==> src/lpc_pkg.sv <==
// Constants, opcodes and carrier types for the low-power and opcode-subset core slice.
// Assumes one 125 MHz clock and an asynchronous-read program memory on the same clock.
// How it works
// - Wait or stop puts the whole part in standby until a wake event.
// - Wait clears the interrupt mask so maskable interrupts are accepted.
// - Leaving wait by an interrupt keeps the interrupt mask clear.
// - Stop clears the interrupt mask so external interrupts can wake it.
// - Leaving stop by an external interrupt keeps the interrupt mask clear.
// - Leaving wait or stop through reset sets the interrupt mask.
// - Wait and stop both gate off the core clock.
// - After stop the core clock restarts only once the oscillator is stable.
// - Opcode A7 adds the sign-extended immediate to the stack pointer, 2 cycles.
// - Opcode AF adds the sign-extended immediate to the index pair, 2 cycles.
// - Opcode 24 branches to pc plus 2 plus offset when carry clear, 3 cycles.
// - Opcode 25 branches to pc plus 2 plus offset when carry set, 3 cycles.
// - A set mask blocks maskable interrupts; reset sets it, clear-mask, wait, stop or a flags load can clear it.
package lpc_pkg;

    // ========================================
    // Opcodes
    localparam logic [7:0] OP_ADD_SIGNED_IMM_TO_STACK = 8'hA7;
    localparam logic [7:0] OP_ADD_SIGNED_IMM_TO_INDEX = 8'hAF;
    localparam logic [7:0] OP_BRANCH_CARRY_CLEAR = 8'h24;
    localparam logic [7:0] OP_BRANCH_CARRY_SET = 8'h25;
    localparam logic [7:0] OP_WAIT = 8'h8F;
    localparam logic [7:0] OP_STOP = 8'h8E;
    localparam logic [7:0] OP_CLEAR_MASK_INSTRUCTION = 8'h9A;

    // ========================================
    // Reset values and fixed addresses
    localparam logic [15:0] RESET_STACK_POINTER = 16'h00FF;
    localparam logic [15:0] RESET_VECTOR_ADDR = 16'hFFFE;
    localparam logic [15:0] RESET_INDEX = 16'h0000;
    localparam logic [15:0] PC_STEP = 16'h0001;

    // ========================================
    // Condition flags register, bit 7 down to bit 0
    typedef struct packed {
        logic v;
        logic one6;
        logic one5;
        logic h;
        logic i;
        logic n;
        logic z;
        logic c;
    } lpc_flags_type;

    localparam lpc_flags_type RESET_FLAGS = 8'h68;

    // Programmer-visible 16-bit registers
    typedef struct packed {
        logic [15:0] program_counter;
        logic [15:0] stack_pointer;
        logic [15:0] index;
    } lpc_regs_type;

    // Wake and exception requests
    typedef struct packed {
        logic irq;
        logic ext_irq;
    } lpc_irq_type;

    function automatic logic [15:0] sext16(input logic [7:0] b);
        sext16 = {{8{b[7]}}, b};
    endfunction

endpackage

==> src/lpc_core.sv <==
// Core slice: wait/stop handling, clock gating and the immediate-add and carry-branch opcodes.
// Assumes combinational program memory on one clock; other opcodes except clear-mask run as one-cycle no-ops.
`timescale 1ns/1ps
module lpc_core
(
    // Clock and reset
    input wire logic i_mclk,
    input wire logic i_resetn,
    // Program memory
    output logic [15:0] o_prog_addr,
    input wire logic [7:0] i_prog_data,
    // Interrupts and vector
    input wire lpc_pkg::lpc_irq_type i_irq,
    input wire logic [15:0] i_irq_vector_addr,
    output logic o_irq_taken,
    // Flags written by the rest of the core
    input wire logic i_flags_load,
    input wire lpc_pkg::lpc_flags_type i_flags,
    // Oscillator and configuration
    input wire logic i_osc_stable,
    input wire logic i_stop_enable,
    output logic o_osc_stop,
    // State
    output logic o_core_clk_en,
    output logic o_standby,
    output lpc_pkg::lpc_flags_type o_flags,
    output lpc_pkg::lpc_regs_type o_regs
);
    import lpc_pkg::*;
    typedef enum logic [2:0] {
        ST_VEC_HI, ST_VEC_LO, ST_FETCH, ST_OPERAND, ST_BRANCH, ST_WAIT, ST_STOP, ST_OSC_WAIT
    } lpc_state_type;
    lpc_state_type state;
    logic [7:0] opcode;
    logic [7:0] operand;
    logic [7:0] vec_hi;
    logic osc_meta;
    logic osc_sync;
    logic any_irq;
    logic take_irq;
    logic take_cond;

    assign o_prog_addr = o_regs.program_counter;
    assign any_irq = i_irq.irq | i_irq.ext_irq;
    assign take_irq = (state == ST_FETCH) && !o_flags.i && any_irq;
    assign take_cond = (opcode == OP_BRANCH_CARRY_SET) ? o_flags.c : !o_flags.c;

    // ========================================
    // Oscillator-stable synchroniser
    always_ff @(posedge i_mclk or negedge i_resetn)
    begin
        if (!i_resetn)
        begin
            osc_meta <= 1'b0;
            osc_sync <= 1'b0;
        end
        else
        begin
            osc_meta <= i_osc_stable;
            osc_sync <= osc_meta;
        end
    end

    // ========================================
    // Sequencer
    always_ff @(posedge i_mclk or negedge i_resetn)
    begin
        if (!i_resetn)
            state <= ST_VEC_HI;
        else
        begin
            unique case (state)
                ST_VEC_HI: state <= ST_VEC_LO;
                ST_VEC_LO: state <= ST_FETCH;
                ST_FETCH:
                begin
                    if (take_irq)
                        state <= ST_VEC_HI;
                    else if (i_prog_data == OP_WAIT)
                        state <= ST_WAIT;
                    else if (i_prog_data == OP_STOP && i_stop_enable)
                        state <= ST_STOP;
                    else if (i_prog_data == OP_ADD_SIGNED_IMM_TO_STACK
                             || i_prog_data == OP_ADD_SIGNED_IMM_TO_INDEX
                             || i_prog_data == OP_BRANCH_CARRY_CLEAR
                             || i_prog_data == OP_BRANCH_CARRY_SET)
                        state <= ST_OPERAND;
                    else
                        state <= ST_FETCH;
                end
                ST_OPERAND:
                begin
                    if (opcode == OP_BRANCH_CARRY_CLEAR || opcode == OP_BRANCH_CARRY_SET)
                        state <= ST_BRANCH;
                    else
                        state <= ST_FETCH;
                end
                ST_BRANCH: state <= ST_FETCH;
                ST_WAIT:
                begin
                    if (any_irq)
                        state <= ST_VEC_HI;
                end
                ST_STOP:
                begin
                    // A stale stable flag from before stop would restart the clock early
                    if (i_irq.ext_irq && !osc_sync)
                        state <= ST_OSC_WAIT;
                end
                ST_OSC_WAIT:
                begin
                    if (osc_sync)
                        state <= ST_VEC_HI;
                end
            endcase
        end
    end

    // ========================================
    // Opcode and operand latches
    always_ff @(posedge i_mclk or negedge i_resetn)
    begin
        if (!i_resetn)
        begin
            opcode <= 8'h00;
            operand <= 8'h00;
            vec_hi <= 8'h00;
        end
        else
        begin
            if (state == ST_FETCH)
                opcode <= i_prog_data;
            if (state == ST_OPERAND)
                operand <= i_prog_data;
            if (state == ST_VEC_HI)
                vec_hi <= i_prog_data;
        end
    end

    // ========================================
    // Program counter, stack pointer and index pair
    always_ff @(posedge i_mclk or negedge i_resetn)
    begin
        if (!i_resetn)
        begin
            o_regs.program_counter <= RESET_VECTOR_ADDR;
            o_regs.stack_pointer <= RESET_STACK_POINTER;
            o_regs.index <= RESET_INDEX;
        end
        else
        begin
            unique case (state)
                ST_VEC_HI: o_regs.program_counter <= o_regs.program_counter + PC_STEP;
                ST_VEC_LO: o_regs.program_counter <= {vec_hi, i_prog_data};
                ST_FETCH:
                begin
                    if (take_irq)
                        o_regs.program_counter <= i_irq_vector_addr;
                    else
                        o_regs.program_counter <= o_regs.program_counter + PC_STEP;
                end
                ST_OPERAND:
                begin
                    o_regs.program_counter <= o_regs.program_counter + PC_STEP;
                    if (opcode == OP_ADD_SIGNED_IMM_TO_STACK)
                        o_regs.stack_pointer <= o_regs.stack_pointer
                                                + sext16(i_prog_data);
                    if (opcode == OP_ADD_SIGNED_IMM_TO_INDEX)
                        o_regs.index <= o_regs.index + sext16(i_prog_data);
                end
                ST_BRANCH:
                begin
                    if (take_cond)
                        o_regs.program_counter <= o_regs.program_counter
                                                  + sext16(operand);
                end
                ST_WAIT, ST_STOP:
                    o_regs.program_counter <= o_regs.program_counter;
                ST_OSC_WAIT:
                begin
                    if (osc_sync)
                        o_regs.program_counter <= i_irq_vector_addr;
                end
            endcase
            if (state == ST_WAIT && any_irq)
                o_regs.program_counter <= i_irq_vector_addr;
        end
    end

    // ========================================
    // Condition flags
    always_ff @(posedge i_mclk or negedge i_resetn)
    begin
        if (!i_resetn)
            o_flags <= RESET_FLAGS;
        else if (take_irq)
            o_flags.i <= 1'b1;
        else if (state == ST_FETCH && (i_prog_data == OP_WAIT
                 || i_prog_data == OP_CLEAR_MASK_INSTRUCTION))
            o_flags.i <= 1'b0;
        else if (state == ST_FETCH && i_prog_data == OP_STOP && i_stop_enable)
            o_flags.i <= 1'b0;
        else if (i_flags_load && state != ST_WAIT && state != ST_STOP
                 && state != ST_OSC_WAIT)
        begin
            o_flags <= i_flags;
            o_flags.one6 <= 1'b1;
            o_flags.one5 <= 1'b1;
        end
    end

    // ========================================
    // Clock gate, standby and wake pulse
    always_ff @(posedge i_mclk or negedge i_resetn)
    begin
        if (!i_resetn)
        begin
            o_core_clk_en <= 1'b1;
            o_standby <= 1'b0;
            o_osc_stop <= 1'b0;
            o_irq_taken <= 1'b0;
        end
        else
        begin
            o_irq_taken <= take_irq || (state == ST_WAIT && any_irq)
                           || (state == ST_OSC_WAIT && osc_sync);
            if (state == ST_FETCH && !take_irq && (i_prog_data == OP_WAIT
                || (i_prog_data == OP_STOP && i_stop_enable)))
            begin
                o_core_clk_en <= 1'b0;
                o_standby <= 1'b1;
                o_osc_stop <= (i_prog_data == OP_STOP);
            end
            else if ((state == ST_WAIT && any_irq) || (state == ST_OSC_WAIT && osc_sync))
            begin
                o_core_clk_en <= 1'b1;
                o_standby <= 1'b0;
            end
            if (state == ST_STOP && i_irq.ext_irq && !osc_sync)
                o_osc_stop <= 1'b0;
        end
    end
endmodule // lpc_core

==> config.mk <==
export PLATFORM = sky130hd
export DESIGN_NAME = lpc_core
export DESIGN_NICKNAME = d
export VERILOG_FILES = /design/src/lpc_pkg.sv /design/src/lpc_core.sv
export SDC_FILE = /design/constraint.sdc
export NUM_CORES = 1
export LEC_CHECK = 0
export BUFFER_PORTS_ARGS = -buffer_cell sky130_fd_sc_hd__buf_2
export CORE_UTILIZATION = 59
export CTS_BUF_LIST = sky130_fd_sc_hd__clkbuf_8
export CTS_CLUSTER_DIAMETER = 50
export DETAILED_ROUTE_END_ITERATION = 12
export PLACE_DENSITY_LB_ADDON = 0.25
export SYNTH_ARGS = -nofsm -noshare
export SYNTH_HDL_FRONTEND = slang
export SYNTH_SLANG_ARGS = --single-unit
==> constraint.sdc <==
create_clock -name i_mclk -period 2.88 [get_ports i_mclk]
set_input_delay 0.576 -clock i_mclk [delete_from_list [all_inputs] [get_ports i_mclk]]
set_output_delay 0.576 -clock i_mclk [all_outputs]
set_load 0.02 [all_outputs]
* Word-level counts from Yosys, hierarchy flattened
Cells that the tools add are included.
** Cells by class
- Reductions and logical operators :: 41
- Bitwise operators :: 4
- Add/subtract/negate cells :: 4
- Eq/ne operators :: 27
- Mux-type cells :: 25
** Operators by type and width (number)
- $pmux W16 S5 :: 1
- $mux W16 :: 4
- $eq A8 B8 Y1 const B :: 7
- $add A16 B16 Y16 :: 3
- $eq A8 B6 Y1 const B :: 4
- $mux W3 :: 7
- $pmux W3 S7 :: 1
- $add A16 B1 Y16 const B :: 1
- $logic_and A1 B1 Y1 :: 16
- $ne A3 B3 Y1 const B :: 5
- $eq A3 B3 Y1 const B :: 4
- $mux W1 :: 11
- $logic_or A1 B1 Y1 :: 9
- $ne A2 B2 Y1 const B :: 4
- $eq A3 B2 Y1 const B :: 2
- $reduce_and A3 Y1 :: 2
- $reduce_or A2 Y1 :: 3
- $logic_not A1 Y1 :: 4
- $mux W4 :: 1
- $reduce_and A2 Y1 :: 2
- $reduce_and A4 Y1 :: 1
- $reduce_bool A2 Y1 :: 2
- $reduce_bool A4 Y1 :: 1
- $eq A3 B1 Y1 const B :: 1
- 3 further kinds :: 5
** Storage, ports and cells
- Word-level logic and storage cells :: 120
- Output and inout bits :: 76
- Input bits :: 39
- Register bits after elaboration :: 87

* Logic depth before layout (Yosys ltp)
Gate-level depths: netlist (run 1).
- Depth in word-level cells :: 9
- Gate-level depth with buffers :: 11
- Mapped depth without buffers :: 11

* Least setup slack after synthesis (run 1)
OpenSTA, ideal clock, no wires.
- Path type :: register -> register
- Start point :: register o_regs, in the netlist o_prog_addr[2]
- End point :: register o_regs, in the netlist o_prog_addr[14]
- Arrival :: 2429 ps
- Cell stages (with the launch flop) :: 10
- Path buffers :: 0
- Setup slack :: 353 ps
- Setup time :: 98 ps
- Required time :: 2782 ps
- Period minus slack after synthesis :: 2527 ps
- Cells stage by stage :: dfstp_2 -> ha_1 -> nor2b_1 -> o31a_1 -> or2_0 -> a211o_1 -> a21o_1 -> a21oi_2 -> xor2_1 -> o311ai_1
** Between the ends
- Word-level cells in the longest chain between the ends :: 4
- Elaborated cells between the ends (all ways) :: 6
- Classes of those cells :: add/sub: 2; mux: 4
** Ends and longest elaborated chain
- start, declared :: line lpc_core.sv:27 : output lpc_pkg::lpc_regs_type o_regs
- $add A16 B16 Y16 or $add A16 B1 Y16 (tied branches)
- $mux W16, on equally long branches :: line lpc_core.sv:173, lpc_core.sv:157
- $pmux W16 S5 (*) :: line lpc_core.sv:152 : unique case (state)
- $mux W16 (*) :: line lpc_core.sv:185 : if (state == ST_WAIT && any_irq)
Every way passes the cells marked *; elsewhere a longest branch is shown, timed or not. The select of a mux whose other input is x is not followed.
A chain may end at the register's enable or synchronous reset.

* Final worst setup path (run 1)
- Start point :: register o_regs, in the netlist o_prog_addr[0]
- End point :: register o_regs, in the netlist o_prog_addr[14]
The elaborated chain is that of the path after synthesis.

==> results of run 1 <==
-- cell type report --
| class | instances | area, sq um | share of cell area, % |
|---|---|---|---|
| repair buffers | 132 | 731 | 10.1 |
| inverters | 17 | 63.8 | 0.882 |
| flip-flops and latches | 87 | 2210 | 30.5 |
| multi-input cells | 561 | 3850 | 53.2 |
| clock inverters | 7 | 88.8 | 1.23 |
| well taps | 136 | 170 | 2.35 |
| clock buffers | 9 | 124 | 1.71 |
-- kinds of logic (layout without fill, tap and decap cells) --
family / Yosys count / after routing / share of synthesized area, %
flip-flops: 87 / 87 / 34.9
other: 1 / 2 / 0.0592
buffers and inverters: 55 / 165 / 4.47
AO/OA/AOI/OAI: 230 / 230 / 23.2
AND/OR/NAND/NOR: 200 / 200 / 15.0
adder cells (fa/ha/maj): 49 / 49 / 10.0
multiplexers: 34 / 34 / 6.03
XOR/XNOR: 46 / 46 / 6.36
-- metal layers --
layer	track usage, %	vias up	part of all wire [%]
met2	50.8	190	48
met3	7.17	52	6.2
met5	0	-	0
met1	39.0	2759	42
li1	-	2760	-
met4	16.2	0	3.9
-- power breakdown --
part	switching, mW	internal (mW)	leakage, nW
registers	0.494	1.75	0.946
clock network	0.481	0.484	0.112
logic	2.55	1.92	2.25
-- stage by stage --
| step | util [%] | cells | setup slack (ps) |
|---|---|---|---|
| 5_1_grt | 69.8 | 949 | 33.3 |
| 6_report | 69.8 | 949 | 165 |
| 2_1_floorplan | - | 703 | 353 |
| 3_5_place_dp | 67.7 | 933 | 25.9 |
| 4_1_cts | 69.7 | 949 | 166 |
| 3_3_place_gp | 67.7 | 933 | 86.2 |
-- layout by cell type, fill, tap and decap left out, types with 4 or more instances in the layout --
cell type  count
buf_2        109
nand2_1       83
o21ai_0       83
dfrtp_1       62
a21oi_1       46
ha_1          46
nor2_1        45
mux2_2        33
xor2_1        28
dfstp_2       25
buf_4         22
inv_1         19
xnor2_1       18
a21o_1        17
nor3_1        13
nand3_1       13
a221oi_1      11
clkbuf_8       9
and3_1         8
nor2b_1        7
o21bai_1       7
a211oi_1       7
o21a_1         6
a22o_1         6
o221ai_1       5
o31ai_1        4
o31a_1         4
and2_1         4
a31oi_1        4
nand2b_1       4
-- final timing paths --
kind / from / to / slack, ps / cells past startpoint
worst max-delay path: o_prog_addr[0]$_DFFE_PN0P_ / o_prog_addr[14]$_DFFE_PN1P_ / 170 / 11
worst max register to register: o_prog_addr[0]$_DFFE_PN0P_ / o_prog_addr[14]$_DFFE_PN1P_ / 170 / 11
min in group i_mclk: i_osc_stable / osc_meta$_DFF_PN0_ / 290 / 1
worst min-delay path: i_resetn / o_flags[4]$_DFFE_PN0P_ / 160 / 1
max in group asynchronous: i_resetn / o_prog_addr[1]$_DFFE_PN1P_ / 2020 / 2
worst min register to register: osc_meta$_DFF_PN0_ / osc_sync$_DFF_PN0_ / 350 / 0
-- state kept, by name, summed over array words and instances, names as in the netlist --
register       flops
state              3
osc_sync           1
vec_hi             8
o_core_clk_en      1
o_osc_stop         1
o_flags            6
o_prog_addr       16
osc_meta           1
o_irq_taken        1
operand            8
o_regs            32
o_standby          1
opcode             8
-- worst max-delay path: cells and delay by family (launching register included) --
family | cells | cell delay, ps
compound gates | 5 | 1190
xor+xnor | 1 | 80
buf+inv | 1 | 70
flops | 1 | 470
simple gates | 2 | 320
fa+ha+maj | 2 | 480
==> metrics.yaml, run 1 <==
floorplanning:
  floorplan.io_pins: 115
  die_w_microns: 106
  fp.dieArea_sq_um: 11200
  floorplan.core_area_sq_um: 10400
  effective_utilization_at_floorplan_pct: 61.1
  fp.dieH_microns: 106
  fp-row-count: 37
sta:
  timing.hold.ws_ps: 159
  setup_violations: 0
  setup_total_negative_slack_ps: 0
  grt_setup_unrepaired: "false"
  drv_slew: 0
  clock-skew-final_ps: 6.79
  hold_viol_final: 0
  timing.final.crit_share_pct: 94.3
  highest_attainable_clock_frequency_mhz: 368
  fin_crit_ps: 2710
  max_slew.worst_pin.slew_ps: 911
  worst_slew_margin_rel_pct: 39.1
global_routing:
  pin_count_of_the_biggest_net_entering_global_routing: 49
  grtUsageTotal_pct: 31.3
  first_global_vias: 5549
  antenna_found_initial: 0
  global_route_wire_length_before_repair_microns: 27300
  grt-ovfl-total: 0
worst_setup_path:
  setup.worst_path.class: "reg2reg"
  crit_path_max_incr_delay_ps: 470
  worstPathArrival_ps: 3010
  cp_cell_sequence: "ha_1, inv_1, fa_1, nor2b_1, o31a_1, or2_0, a211o_1, a21o_1, a21oi_2, xor2_1, o311ai_1"
  critPathCaptureType: "flop"
  worst_ep_required_time_ps: 3170
  cpMaxStageDelayCell: "dfrtp_1"
  worstPathMaxFanout: 7
  critical_path.startpoint_type: "flop"
clock_network:
  cts-htree-levels: 3
  ctsRootBufferMaster: "clkbuf_8"
  cts_made_buffers: 9
  clk_path_buf_depth: 2
  cts_tree: "built"
  ctsResizeCount: 0
  post_cts_hold_buffer_count: 0
  clk_pin_slew_worst_paths_ps: 90
  clk_latency_ps: 390
  cts_sinks: 87
  post_cts.repair.setup_buffers: 0
status:
  status: "finished clean"
power_and_ir_drop:
  max-vdd-ir-drop_uv: 576
  power_leakage_nw: 3.31
  pwr_density_cell_nw_per_um2: 1060
  power_after_layout_mw: 7.68
placement:
  io_buffer_count: 110
  total_placed_instance_area_sq_um: 7020
  detailed_place_hpwl_microns: 12400
  place_congestion: 0.939
drt:
  drt-pass1-iter-count: 6
  routedWlPerCell_microns: 17.8
  route.detailed.vias_per_inst: 6.07
  drc_errors: 0
  routed_wirelength_microns: 16800
  drtIter0Drc: 269
  dr_total_vias: 5761
  route.antenna.remaining_nets: 0
yosys:
  synth.ff_latch_count: 87
  yosys.area.top_type_share_pct: 24.5
  synth_commonest_cells: "83 x nand2_1, 83 x o21ai_0, 62 x dfrtp_1, 46 x a21oi_1, 46 x ha_1"
  synth_area_sq_um: 6330
  postSynthAreaPerCell_sq_um: 9.02
  synthCells: 702
  synth-edff-count: 0
  yosysSeqAreaShare_pct: 34.9
  yosys_most_used_dff: "dfrtp_1"
  cell_accounting_for_the_most_synthesized_area: "dfrtp_1"
  synthDistinctLibCells: 68
  synth.top_cells.by_area: "dfrtp_1 25%, dfstp_2 10%, ha_1 9.1%, o21ai_0 6.6%, mux2_2 5.9%"
  yosys_warnings: 0
  ys_async_sr_fraction_pct: 100
cells_and_area:
  syn2layout_area_growth_pct: 14.3
  final_nets: 896
  layout.cell_area.non_filler_sq_um: 7240
  nFillCells: 857
  antenna_cells_inserted: 0
  post_route_cells_drive_above_1_share_pct: 27.1
flow_run:
  drv_cap: 0
worst_hold_path:
  min-delay-path-class: "in2async"
No activity file was read; power rests on OpenSTA's default activity.
==> run 2, diff against run 1 <==
- CAP_MARGIN: not set -> 5
- CORE_ASPECT_RATIO: not set -> 1.2
- SKIP_LAST_GASP: not set -> 1
==> run 2 against run 1 <==
  * Combinational power is 2% higher
  * Non-clock buffer count is 3 higher
  * Clock power is 8.2% lower
  * First-iteration DRC count is 37% higher
  * Die area hardly changed
  * Sequential share of layout area hardly changed
  * Clock-buffer cell count is 2 higher
  * Design area hardly changed
  * Cell count is 0.42% lower
  * Wire length is 1.2% higher
  * Critical path type unchanged
  * Largest power group unchanged
==> metrics.yaml, run 2 (synthesis results as in run 1) <==
drt:
  drc_errors: 0  # unchanged
  drt-pass1-iter-count: 5  # -1
  routed_wirelength_microns: 17000  # +1.2%
  drtIter0Drc: 368  # +37%
  route.detailed.vias_per_inst: 6.23  # +2.7%
  route.antenna.remaining_nets: 0  # unchanged
  dr_total_vias: 5889  # +2.2%
  routedWlPerCell_microns: 18.0  # +1.6%
cells_and_area:
  top_register_by_number_of_flip_flops: "o_regs"
  area_used_by_multi_input_combinational_logic_sq_um: 3850  # about the same
  syn2layout_area_growth_pct: 14.4  # about the same
  post_layout_nonfiller_instances: 945  # -0.42%
  number_of_flip_flops_in_the_largest_register: 32  # unchanged
  antenna_cells_inserted: 0  # unchanged
  post_route_cells_drive_above_1_share_pct: 27.7  # +0.64 points
  final_nets: 899  # +0.33%
  layout_common_cells: "109 x buf_2, 83 x nand2_1, 83 x o21ai_0"
  final_common_cell: "buf_2"
  register_area_sq_um: 2210  # about the same
  nFillCells: 830  # -3.2%
clock_network:
  cts_sinks: 87  # unchanged
  post_cts.repair.setup_buffers: 0  # unchanged
  cts-htree-levels: 3  # unchanged
  clk_latency_ps: 360  # -30 ps
  clk_path_buf_depth: 2  # unchanged
  ctsRootBufferMaster: "clkbuf_8"
  ctsResizeCount: 0  # unchanged
  post_cts_hold_buffer_count: 0  # unchanged
  cts_tree: "built"
  clk_pin_slew_worst_paths_ps: 90  # about the same
  cts_made_buffers: 9  # unchanged
sta:
  hold_viol_final: 0  # unchanged
  timing.final.crit_share_pct: 94.8  # +0.59 points
  max_slew.worst_pin.slew_ps: 769  # -142 ps
  smallest_setup_slack_after_layout_ps: 148  # -17.0 ps
  fin_crit_ps: 2730  # +17.0 ps
  drv_slew: 0  # unchanged
  clock-skew-final_ps: 9.08  # +2.29 ps
  highest_attainable_clock_frequency_mhz: 366  # -0.62%
  grt_setup_unrepaired: "true"
  setup_violations: 0  # unchanged
  worst_slew_margin_rel_pct: 48.5  # +9.3 points
worst_setup_path:
  worst_ep_required_time_ps: 3140  # -30 ps
  setup.worst_path.class: "reg2reg"
  worst_r2r_src: "o_prog_addr[8]$_DFFE_PN1P_"
  worstPathArrival_ps: 2990  # -20 ps
  critPathCaptureType: "flop"
  critical_path.startpoint_type: "flop"
  regToRegEndpoint: "o_prog_addr[14]$_DFFE_PN1P_"
  worstPathMaxFanout: 8  # +1
  rrSetupSlack_ps: 150  # -20 ps
  ff2ff_path_depth: 9  # -2
worst_hold_path:
  min-delay-path-class: "in2async"
power_and_ir_drop:
  pwr_density_cell_nw_per_um2: 1060  # -0.37%
  power_leakage_nw: 3.32  # +0.36%
  intPower_mw: 4.14  # -0.39%
  comb_power_share_pct: 59.4  # +1.2 points
  power.clock.fraction_pct: 11.6  # -1.0 points
  register_share_of_total_power_pct: 29.1  # about the same
  total_switching_power_mw: 3.52  # -0.15%
  max-vdd-ir-drop_uv: 440  # -24%
  sw_frac_of_total_pct: 45.9  # +0.061 points
floorplanning:
  effective_utilization_at_floorplan_pct: 60.5  # -0.55 points
  fp-row-count: 41  # +11%
  die_w_microns: 96.6  # -8.6%
  fp.dieArea_sq_um: 11200  # about the same
  floorplan.io_pins: 115  # unchanged
  fp.dieH_microns: 115  # +9.4%
  floorplan.core_area_sq_um: 10500  # +0.92%
flow_run:
  drv_cap: 0  # unchanged
global_routing:
  first_global_vias: 5783  # +4.2%
  antenna_found_initial: 0  # unchanged
  global_route_wire_length_before_repair_microns: 27300  # +0.25%
  grtUsageTotal_pct: 31.9  # +0.60 points
  pin_count_of_the_biggest_net_entering_global_routing: 58  # +18%
  grt-ovfl-total: 0  # unchanged
placement:
  detailed_place_hpwl_microns: 12700  # +1.6%
  io_buffer_count: 110  # unchanged
  dp.cells: 929  # -0.43%
  place_congestion: 1.00  # +6.8%
  pre_cts_slack_ps: -3.51  # -29.5 ps
status:
  status: "finished clean"
## run 2: cell types whose count changed in the layout (fill, tap and decap cells not counted)
cell / change
bufinv_16: -1
dfrtp_1: -1
clkbuf_8: +2
inv_1: -1
buf_4: +3
a21oi_2: +1
dfrtp_2: +1
a21oi_1: -1
clkinv_2: +2
inv_6: -1
clkinvlp_4: -1
## run 2: worst max path at each step
stage	depth (start not counted)	endpoint	slack (ps)	start
5_1_grt	11	o_regs[30]$_DFFE_PN0P_	-30	o_regs[16]$_DFFE_PN1P_
4_1_cts	11	o_regs[30]$_DFFE_PN0P_	130	o_regs[16]$_DFFE_PN1P_
3_5_place_dp	12	o_regs[30]$_DFFE_PN0P_	-4	i_prog_data[0]
2_1_floorplan	9	o_prog_addr[14]$_DFFE_PN1P_	350	o_prog_addr[2]$_DFFE_PN1P_
3_3_place_gp	12	o_regs[30]$_DFFE_PN0P_	80	i_prog_data[0]
6_report	9	o_prog_addr[14]$_DFFE_PN1P_	150	o_prog_addr[8]$_DFFE_PN1P_
## run 2: layer usage
layer | global-route usage (%) | routed length, microns
met5 | 0 | 0
met4 | 17.3 | 661
met3 | 4.33 | 1010
met2 | 56.5 | 8740
met1 | 36.7 | 6640
## run 2: worst max-delay path: stages, from the launching register on
cell      delay, ps
dfstp_2         630
ha_1            300
and3_1          230
a221oi_1        270
o21ai_0         200
a211o_1         310
a21o_1          200
a21oi_2         140
xor2_1           80
o311ai_1        250
## run 2: area by class of cell
| type | count | area share [%] |
|---|---|---|
| clock buffer | 11 | 2.09 |
| clock inverter | 5 | 0.674 |
| inverter | 17 | 0.881 |
| multi-input combinational | 561 | 53.2 |
| sequential | 87 | 30.5 |
| tap | 129 | 2.23 |
| timing repair buffer | 135 | 10.4 |
## run 2: power by group through the flow
| stage | sequential, mW | clock (mW) | combinational, mW |
|---|---|---|---|
| 2_1_floorplan | 2.41 | 0 | 3.19 |
| 3_3_place_gp | 2.20 | 0 | 4.30 |
| 3_5_place_dp | 2.23 | 0 | 4.45 |
| 4_1_cts | 2.21 | 0.900 | 4.48 |
| 5_1_grt | 2.29 | 0.950 | 5.01 |
| 6_report | 2.22 | 0.886 | 4.55 |
## run 2: per-stage QoR
stage | area [sq um] | total power, mW | TNS (ps) | util, % | hold WS (ps)
detailed placement | 7030 | 6.68 | -3.51 | 67.2 | 339
floorplan | 6340 | 5.61 | 0 | - | 280
global route | 7240 | 8.25 | -57.6 | 69.2 | 165
finish | 7240 | 7.65 | 0 | 69.2 | 137
global placement | 7030 | 6.50 | 0 | 67.2 | 336
CTS | 7230 | 7.59 | 0 | 69.1 | 139
